File: src/mgd_map.vh
// Register map, reset values and timing counts of the gap and frame-length unit
// Behaviour
// - Carrier seen inside the carrier window restarts the gap, deferring transmission.
// - Carrier after the window is ignored if a frame waits at gap end; gap finishes and the frame goes out. With none waiting, carrier restarts the gap.
// - Carrier window is bits 6:0, bit 7 reads zero, resets to 0Ch.
// - Spaced gap count resets to 12h, the standard minimum gap.
// - Spaced gap count is bits 6:0 writable; bit 7 read-only zero.
// - Maximum receive frame length resets to 0600h, 1536 bytes.
// - With skip header CRC set, first 4 frame bytes bypass the CRC.
// - Spaced gap lasts six intrinsic transmit clocks plus the programmed count.
// - Carrier sense passes a two-flop synchroniser before the transmit machine sees it.
`ifndef MGD_MAP_VH
`define MGD_MAP_VH

// Register indices; byte address is four times the index
`define MGD_IDX_WINDOW      10'h02E
`define MGD_IDX_GAP         10'h02F
`define MGD_IDX_MAX_RX_FRAME_LEN_LOW    10'h030
`define MGD_IDX_MAX_RX_FRAME_LEN_HIGH   10'h031
`define MGD_IDX_CONFIG      10'h040
`define MGD_IDX_STATUS      10'h041
`define MGD_IDX_RX_LEN      10'h042

// Reset values
`define MGD_RST_WINDOW      7'h0C
`define MGD_RST_GAP         7'h12
`define MGD_RST_MAX_RX_FRAME_LEN        16'h0600

// Field positions
`define MGD_CFG_SKIP_CRC    0
`define MGD_ST_TX_SENDING   0
`define MGD_ST_GAP_DONE     1
`define MGD_ST_OVERSIZE     2
`define MGD_ST_CRC_ERROR    3
`define MGD_ST_RX_ACTIVE    4
`define MGD_ST_CARRIER      5

// Counts: gap in transmit clock periods, header skip in bytes
`define MGD_GAP_INTRINSIC   8'h06
`define MGD_SKIP_BYTES      16'h0004

// Receive CRC
`define MGD_CRC_POLY        32'hEDB88320
`define MGD_CRC_INIT        32'hFFFFFFFF
`define MGD_CRC_RESIDUE     32'hDEBB20E3

`endif

File: src/mgd_sync.v
// Two-flop synchroniser for a group of pin inputs
`timescale 1ns/1ps
`default_nettype none
module mgd_sync #(
  parameter WIDTH = 1
) (
  input  wire             clk,     // Sampling clock
  input  wire             rst_n,   // Async reset, active low
  input  wire [WIDTH-1:0] din,     // Asynchronous inputs
  output reg  [WIDTH-1:0] dout     // Synchronised outputs
);

  reg [WIDTH-1:0] meta;

  always @(posedge clk or negedge rst_n) begin
    if (!rst_n) begin
      meta <= {WIDTH{1'b0}};
      dout <= {WIDTH{1'b0}};
    end else begin
      meta <= din;
      dout <= meta;
    end
  end

endmodule // mgd_sync
`default_nettype wire

File: src/mgd_crc.v
// Byte-wide Ethernet CRC-32 accumulator with residue check
`timescale 1ns/1ps
`default_nettype none
`include "mgd_map.vh"
module mgd_crc (
  input  wire       clk,     // Clock
  input  wire       rst_n,   // Async reset, active low
  input  wire       init,    // Restart accumulation
  input  wire       en,      // Fold in one byte
  input  wire [7:0] data,    // Byte, lsb first on the wire
  output wire       match    // Residue of a good frame
);

  reg [31:0] crc;

  function [31:0] crc_byte;
    input [31:0] c;
    input [7:0]  d;
    integer      i;
    reg [31:0]   r;
    begin
      r = c;
      for (i = 0; i < 8; i = i + 1) begin
        if (r[0] ^ d[i])
          r = (r >> 1) ^ `MGD_CRC_POLY;
        else
          r = r >> 1;
      end
      crc_byte = r;
    end
  endfunction

  always @(posedge clk or negedge rst_n) begin
    if (!rst_n)
      crc <= `MGD_CRC_INIT;
    else if (init)
      crc <= `MGD_CRC_INIT;
    else if (en)
      crc <= crc_byte(crc, data);
  end

  assign match = (crc == `MGD_CRC_RESIDUE);

endmodule // mgd_crc
`default_nettype wire

File: src/mgd_top.v
// Transmit gap deferral and receive frame length check with APB registers
`timescale 1ns/1ps
`default_nettype none
`include "mgd_map.vh"
module mgd_top (
  input  wire        pclk,          // APB clock
  input  wire        presetn,       // Async reset, active low
  input  wire        psel,          // APB select
  input  wire        penable,       // APB access phase
  input  wire        pwrite,        // APB write
  input  wire [11:0] paddr,         // APB byte address
  input  wire [31:0] pwdata,        // APB write data
  input  wire [3:0]  pstrb,         // APB byte strobes
  output reg  [31:0] prdata,        // APB read data
  output wire        pready,        // APB ready
  output wire        pslverr,       // APB error, unmapped address
  input  wire        mii_tx_clk,    // PHY transmit clock
  input  wire        mii_crs,       // PHY carrier sense
  output reg  [3:0]  mii_txd,       // Transmit nibble
  output reg         mii_tx_en,     // Transmit enable
  input  wire        mii_rx_dv,     // Receive data valid
  input  wire [3:0]  mii_rxd,       // Receive nibble
  input  wire        tx_valid,      // Frame byte offered
  input  wire [7:0]  tx_data,       // Frame byte
  input  wire        tx_last,       // Last byte of frame
  output wire        tx_ready,      // Frame byte taken
  output reg  [7:0]  rx_data,       // Received byte
  output reg         rx_data_valid, // Received byte pulse
  output reg         rx_frame_done, // End of frame pulse
  output reg  [15:0] rx_frame_len,  // Bytes of last frame
  output reg         rx_oversize,   // Last frame too long
  output reg         rx_crc_error   // Last frame bad CRC
);

  localparam ST_IDLE = 3'b001;
  localparam ST_GAP  = 3'b010;
  localparam ST_SEND = 3'b100;

  // Registers
  reg [6:0]  carrier_window_count;
  reg [6:0]  spaced_gap_count;
  reg [15:0] max_rx_frame_len;
  reg        skip_header_crc;

  // Synchronised pins
  wire [6:0] pins_s;
  wire       tx_clk_s;
  wire       crs_s;
  wire       rx_dv_s;
  wire [3:0] rxd_s;
  reg        tx_clk_d;
  wire       tick;

  // Transmit state
  reg [2:0]  state;
  reg [7:0]  gap_cnt;
  reg        nib_hi;
  wire [7:0] win_end;
  wire [7:0] gap_end;
  wire       gap_done;

  // Receive state
  reg        rx_active;
  reg        rx_hi;
  reg [3:0]  rx_lo;
  reg [15:0] rx_cnt;
  wire       rx_byte;
  wire       rx_end;
  wire       crc_en;
  wire       crc_match;

  // APB decode
  wire       setup;
  wire       wr;
  wire       mapped;

  function addr_hit;
    input [11:0] a;
    begin
      case (a[11:2])
        `MGD_IDX_WINDOW, `MGD_IDX_GAP, `MGD_IDX_MAX_RX_FRAME_LEN_LOW, `MGD_IDX_MAX_RX_FRAME_LEN_HIGH,
        `MGD_IDX_CONFIG, `MGD_IDX_STATUS, `MGD_IDX_RX_LEN:
          addr_hit = (a[1:0] == 2'b00);
        default:
          addr_hit = 1'b0;
      endcase
    end
  endfunction

  function wr_hit;
    input [11:0] a;
    input [9:0]  idx;
    begin
      wr_hit = (a[11:2] == idx) && (a[1:0] == 2'b00);
    end
  endfunction

  assign setup   = psel & ~penable;
  assign wr      = psel & penable & pwrite & pstrb[0];
  assign mapped  = addr_hit(paddr);
  assign pready  = 1'b1;
  assign pslverr = psel & penable & ~mapped;

  // Register writes
  always @(posedge pclk or negedge presetn) begin
    if (!presetn) begin
      carrier_window_count <= `MGD_RST_WINDOW;
      spaced_gap_count     <= `MGD_RST_GAP;
      max_rx_frame_len     <= `MGD_RST_MAX_RX_FRAME_LEN;
      skip_header_crc      <= 1'b0;
    end else if (wr) begin
      if (wr_hit(paddr, `MGD_IDX_WINDOW))
        carrier_window_count <= pwdata[6:0];
      if (wr_hit(paddr, `MGD_IDX_GAP))
        spaced_gap_count <= pwdata[6:0];
      if (wr_hit(paddr, `MGD_IDX_MAX_RX_FRAME_LEN_LOW))
        max_rx_frame_len[7:0] <= pwdata[7:0];
      if (wr_hit(paddr, `MGD_IDX_MAX_RX_FRAME_LEN_HIGH))
        max_rx_frame_len[15:8] <= pwdata[7:0];
      if (wr_hit(paddr, `MGD_IDX_CONFIG))
        skip_header_crc <= pwdata[`MGD_CFG_SKIP_CRC];
    end
  end

  // Read data, captured in the setup cycle
  always @(posedge pclk or negedge presetn) begin
    if (!presetn) begin
      prdata <= 32'h00000000;
    end else if (setup) begin
      prdata <= 32'h00000000;
      case (paddr[11:2])
        `MGD_IDX_WINDOW:    prdata[6:0] <= carrier_window_count;
        `MGD_IDX_GAP:       prdata[6:0] <= spaced_gap_count;
        `MGD_IDX_MAX_RX_FRAME_LEN_LOW:  prdata[7:0] <= max_rx_frame_len[7:0];
        `MGD_IDX_MAX_RX_FRAME_LEN_HIGH: prdata[7:0] <= max_rx_frame_len[15:8];
        `MGD_IDX_CONFIG:    prdata[`MGD_CFG_SKIP_CRC] <= skip_header_crc;
        `MGD_IDX_STATUS: begin
          prdata[`MGD_ST_TX_SENDING] <= (state == ST_SEND);
          prdata[`MGD_ST_GAP_DONE]   <= gap_done;
          prdata[`MGD_ST_OVERSIZE]   <= rx_oversize;
          prdata[`MGD_ST_CRC_ERROR]  <= rx_crc_error;
          prdata[`MGD_ST_RX_ACTIVE]  <= rx_active;
          prdata[`MGD_ST_CARRIER]    <= crs_s;
        end
        `MGD_IDX_RX_LEN:    prdata[15:0] <= rx_frame_len;
        default:            prdata <= 32'h00000000;
      endcase
      if (paddr[1:0] != 2'b00)
        prdata <= 32'h00000000;
    end
  end

  // Pin synchronisers
  mgd_sync #(
    .WIDTH (7)
  ) u_sync (
    .clk   (pclk),
    .rst_n (presetn),
    .din   ({mii_rxd, mii_rx_dv, mii_crs, mii_tx_clk}),
    .dout  (pins_s)
  );

  assign tx_clk_s = pins_s[0];
  assign crs_s    = pins_s[1];
  assign rx_dv_s  = pins_s[2];
  assign rxd_s    = pins_s[6:3];

  always @(posedge pclk or negedge presetn) begin
    if (!presetn)
      tx_clk_d <= 1'b0;
    else
      tx_clk_d <= tx_clk_s;
  end

  // One pulse per transmit clock period
  assign tick = tx_clk_s & ~tx_clk_d;

  // Gap bounds in transmit clocks
  assign win_end  = `MGD_GAP_INTRINSIC + {1'b0, carrier_window_count};
  assign gap_end  = `MGD_GAP_INTRINSIC + {1'b0, spaced_gap_count};
  assign gap_done = (state == ST_GAP) && (gap_cnt >= gap_end);

  assign tx_ready = (state == ST_SEND) & tick & nib_hi & tx_valid;

  // Transmit machine
  always @(posedge pclk or negedge presetn) begin
    if (!presetn) begin
      state     <= ST_IDLE;
      gap_cnt   <= 8'h00;
      nib_hi    <= 1'b0;
      mii_txd   <= 4'h0;
      mii_tx_en <= 1'b0;
    end else if (tick) begin
      case (state)
        ST_IDLE: begin
          gap_cnt <= 8'h00;
          state   <= ST_GAP;
        end
        ST_GAP: begin
          mii_tx_en <= 1'b0;
          mii_txd   <= 4'h0;
          nib_hi    <= 1'b0;
          if (crs_s && (gap_cnt < win_end))
            gap_cnt <= 8'h00;
          else if (gap_cnt < gap_end)
            gap_cnt <= gap_cnt + 8'h01;
          else if (tx_valid)
            state <= ST_SEND;
          else if (crs_s)
            gap_cnt <= 8'h00;
        end
        ST_SEND: begin
          if (!nib_hi) begin
            if (tx_valid) begin
              mii_txd   <= tx_data[3:0];
              mii_tx_en <= 1'b1;
              nib_hi    <= 1'b1;
            end else begin
              mii_tx_en <= 1'b0;
              gap_cnt   <= 8'h00;
              state     <= ST_GAP;
            end
          end else begin
            nib_hi <= 1'b0;
            if (tx_valid) begin
              mii_txd <= tx_data[7:4];
              if (tx_last) begin
                gap_cnt <= 8'h00;
                state   <= ST_GAP;
              end
            end else begin
              mii_tx_en <= 1'b0;
              gap_cnt   <= 8'h00;
              state     <= ST_GAP;
            end
          end
        end
        default: begin
          state     <= ST_IDLE;
          mii_tx_en <= 1'b0;
        end
      endcase
    end
  end

  // Receive byte assembly and frame end
  assign rx_byte = tick & rx_dv_s & rx_hi;
  assign rx_end  = tick & ~rx_dv_s & rx_active;
  assign crc_en  = rx_byte & ~(skip_header_crc && (rx_cnt < `MGD_SKIP_BYTES));

  mgd_crc u_crc (
    .clk   (pclk),
    .rst_n (presetn),
    .init  (rx_end),
    .en    (crc_en),
    .data  ({rxd_s, rx_lo}),
    .match (crc_match)
  );

  always @(posedge pclk or negedge presetn) begin
    if (!presetn) begin
      rx_active     <= 1'b0;
      rx_hi         <= 1'b0;
      rx_lo         <= 4'h0;
      rx_cnt        <= 16'h0000;
      rx_data       <= 8'h00;
      rx_data_valid <= 1'b0;
      rx_frame_done <= 1'b0;
      rx_frame_len  <= 16'h0000;
      rx_oversize   <= 1'b0;
      rx_crc_error  <= 1'b0;
    end else begin
      rx_data_valid <= 1'b0;
      rx_frame_done <= 1'b0;
      if (tick && rx_dv_s) begin
        rx_active <= 1'b1;
        if (!rx_hi) begin
          rx_lo <= rxd_s;
          rx_hi <= 1'b1;
        end else begin
          rx_hi         <= 1'b0;
          rx_data       <= {rxd_s, rx_lo};
          rx_data_valid <= 1'b1;
          if (rx_cnt != 16'hFFFF)
            rx_cnt <= rx_cnt + 16'h0001;
        end
      end else if (rx_end) begin
        rx_active     <= 1'b0;
        rx_hi         <= 1'b0;
        rx_cnt        <= 16'h0000;
        rx_frame_done <= 1'b1;
        rx_frame_len  <= rx_cnt;
        rx_oversize   <= (rx_cnt > max_rx_frame_len);
        rx_crc_error  <= ~crc_match;
      end
    end
  end

endmodule // mgd_top
`default_nettype wire

File: config.mk
export PLATFORM = sky130hd
export DESIGN_NAME = mgd_top
export DESIGN_NICKNAME = d
export VERILOG_FILES = /design/src/mgd_sync.v /design/src/mgd_crc.v /design/src/mgd_top.v
export VERILOG_INCLUDE_DIRS = /design/src
export SDC_FILE = /design/constraint.sdc
export NUM_CORES = 1
export LEC_CHECK = 0
export ABC_AREA = 0
export ABC_CLOCK_PERIOD_IN_PS = 3400
export BUFFER_PORTS_ARGS = -buffer_cell sky130_fd_sc_hd__buf_2
export CAP_MARGIN = 20
export CORE_MARGIN = 5
export CORE_UTILIZATION = 55
export CTS_BUF_LIST = sky130_fd_sc_hd__clkbuf_8
export DETAILED_ROUTE_END_ITERATION = 12
export GPL_ROUTABILITY_DRIVEN = 0
export PLACE_DENSITY_LB_ADDON = 0.25
export SLEW_MARGIN = 0
export SYNTH_ARGS = -nofsm -noshare
export SYNTH_HDL_FRONTEND = slang
export SYNTH_SLANG_ARGS = --single-unit
File: constraint.sdc
create_clock -name pclk -period 3.4 [get_ports pclk]
set_input_delay 0.68 -clock pclk [delete_from_list [all_inputs] [get_ports pclk]]
set_output_delay 0.68 -clock pclk [all_outputs]
set_load 0.02 [all_outputs]
==> flow_summary.yaml <==
power:
  p_per_area_nw_per_um2: 797.4
  power_leakage_nw: 4.529
  ir_drop_mv: 0.6411
  total_power_mw: 7.831
setup_path:
  crit_start: "paddr[7]"
  worst_ep_arrival_time_ns: 2.29
  crit_path_start_kind: "primary input"
  cp-endpoint: "pslverr"
  critPathMaxStageDelay_ns: 0.40
  cpMostUsedCell: "buf_2"
  worstRegToRegCells: 12
  path_max_fanout: 9
  crit_slowest_cell: "and3_1"
  r2r_end: "gap_cnt[3]$_DFFE_PN0P_"
  path_class: "in2out"
  r2r_slack_ns: 0.64
  critPathRequiredTime_ns: 2.72
  cp_cell_sequence: "buf_2 > nor4b_1 > nor2b_1 > and3_1 > nor2_1 > nand2_1 > a21oi_1 > buf_2"
  endpoint_kind: "primary output"
  reg2reg_from: "carrier_window_count[2]$_DFFE_PN1P_"
timing:
  final_max_slew_viol_count: 0
  fin_crit_sh_pct: 87.43
  finClkSkew_ns: 0.01225
  rsz0062_at_grt: "false"
  slew_headroom_pct: 34.53
  max_clock_freq_ghz: 0.3364
  finalSetupViolCount: 0
  finalSetupTns_ns: 0
  finalHoldViolCount: 0
  tightest_slew_ns: 0.9806
  fin_crit_ns: 2.973
die:
  dieArea_sq_um: 18530
  rows: 46
  core_area_sq_um: 15770
  die_h_um: 136.1
  initial_core_util_pct: 55.48
  boundaryPins: 138
  die_w_um: 136.1
layout:
  multi_input_area_sq_um: 4347
  n_antenna_cell: 0
  fillers: 1346
  mostFrequentLayoutCells: "dfrtp_1, nand2_1, buf_2"
  finalNetCount: 1067
  layout_commonest_cell: "dfrtp_1"
  fin_area_sq_um: 9821
  utilization_pct: 62.27
  area_growth_pct: 12.24
  drive_above_1_share_pct: 23.38
  seq_area_sq_um: 4078
place:
  hpwlAfterDp_um: 14500
  port-buffer-count: 93
  placed_area_sq_um: 9429
global_routing:
  use_met2_pct: 34.70
  antenna_found_initial: 0
  grt_pass1_wl_um: 33060
  grt_pass1_vias: 6336
  met3_usage_pct: 4.182
  track_usage_pct: 22.60
  overflow: 0
  top_usage_layer: "met2"
  grt_max_degree: 79
  gr-usage-met1_pct: 32.53
routing:
  dr.pass1.iters: 5
  routedWlPerCell_um: 16.83
  vias: 6624
  drtAntennaViolNets: 0
  drcViolationCount: 0
  dr.first_iter.drc_count: 409
  post_drt_via_cell_ratio: 5.562
  wl_um: 20050
cts:
  clockRootBuffer: "clkbuf_8"
  clock_latency_ns: 0.46
  cts_max_level: 4
  cts_buffers: 17
  post_cts_buffers: 0
  path_clk_slew_ns: 0.08
  cts_tree: "done"
  clockBufferDepth: 2
  cts_resized: 0
  clock-sinks: 161
  cts_hold_buf: 0
yosys:
  ys.flop_type: "dfrtp_1"
  ys_warn_count: 0
  syn_area_per_cell_sq_um: 10.12
  ys_seq_area_share_pct: 46.60
  synth_edf_count: 0
  synth_top_area_share_pct: 34.89
  synth_cell_types: 63
  synth_cells: 865
  async_reset_ff_share_pct: 100.0
  synthesis.area_sq_um: 8750
  synthTopCellsByArea: "dfrtp_1, dfstp_2, ha_1, xnor2_1, nand2_1"
  ys_seq_elements: 161
  synth_top_cell_by_area: "dfrtp_1"
outcome:
  status: "complete, no violations"
worst_hold_path:
  holdCritPathClass: "in2async"
flow_run:
  max-cap-violations: 0
-- report_power, final --
group	internal (mW)	switching, mW
logic	1.67	2.00
clock network	0.668	0.719
registers	2.38	0.387
-- per-layer routing --
layer  routed length (um)  up-vias  part of all wire, %
met3                 1123       28                  5.6
met2                 9102      200                   45
li1                     -     3207                    -
met5                    0        -                    0
met4                  313        0                  1.6
met1                 9507     3189                   47
-- how the worst min path moves through the flow --
stage / start / slack, ns / to / cells after the start
CTS: presetn / 0.25 / skip_header_crc$_DFFE_PN0P_ / 1
global route: presetn / 0.26 / skip_header_crc$_DFFE_PN0P_ / 1
finish: presetn / 0.22 / prdata[1]$_DFFE_PN0P_ / 1
detailed placement: u_sync.meta[1]$_DFF_PN0_ / 0.33 / u_sync.dout[1]$_DFF_PN0_ / 0
floorplan: u_sync.meta[0]$_DFF_PN0_ / 0.33 / u_sync.dout[0]$_DFF_PN0_ / 0
global placement: u_sync.meta[2]$_DFF_PN0_ / 0.33 / u_sync.dout[2]$_DFF_PN0_ / 0
-- sequential cells by signal, summed over array words and instances (netlist names), 3 cells and up --
name / flops
carrier_window_count: 7
gap_cnt: 8
max_rx_frame_len: 16
mii_txd: 4
prdata: 16
rx_cnt: 16
rx_data: 8
rx_frame_len: 16
rx_lo: 4
spaced_gap_count: 7
state: 3
u_crc.crc: 32
u_sync.dout: 7
u_sync.meta: 7
-- synth_stat cells (4+ instances only) --
cell type and count:
dfrtp_1 122, nand2_1 112, xnor2_1 50, o21ai_0 41, nor2_1 40, dfstp_2 39, a21oi_1 38, nor3_1 37
ha_1 35, inv_1 35, mux2_2 33, xor2_1 31, nand3_1 26, clkbuf_1 23, buf_4 17, a22o_1 15
o211ai_1 13, mux2i_1 12, nand2b_1 10, nand4_1 10, nor4_1 9, nor2b_1 7, a21o_1 6, a31oi_1 6
and3_1 6, o221ai_1 6, a22oi_1 5, and2_1 5, buf_2 5, nand4b_1 5, o31ai_1 5, xnor2_2 5
a211oi_1 4
-- through the flow --
stage / instances / hold slack (ns) / worst slack [ns]
after floorplan: 880 / 0.3312 / 0.7396
after global placement: 1159 / 0.3323 / 0.4664
after detailed placement: 1159 / 0.3347 / 0.4317
after CTS: 1191 / 0.2522 / 0.4315
after global routing: 1191 / 0.2588 / 0.2467
final: 1191 / 0.2232 / 0.4275
-- worst max-delay path, delay by kind of cell --
family                 cells  cell delay, ns
AOI/OAI and AO/OA          1            0.07
buffers and inverters      2            0.28
and+or+nand+nor            5            1.27
-- area by class of cell --
class                           count  area share (%)
Clock buffer                       18           2.523
Clock inverter                     14           1.465
Inverter                           36           1.376
Multi-Input combinational cell    636           44.26
Sequential cell                   161           41.52
Tap cell                          216           2.752
Timing Repair Buffer              110           6.103
-- kinds of logic (layout without fill, tap and decap cells) --
kind of cell | Yosys count | after routing | share of synthesized area, %
AND/OR/NAND/NOR | 284 | 284 | 15.56
AO/OA/AOI/OAI | 164 | 164 | 12.20
flip-flops | 161 | 161 | 46.60
XOR/XNOR | 91 | 91 | 10.57
buffers and inverters | 83 | 178 | 4.361
multiplexers | 45 | 45 | 5.620
adder cells (fa/ha/maj) | 35 | 35 | 5.005
other | 2 | 17 | 0.08583
Note: power is estimated with default switching activity, not from simulation.
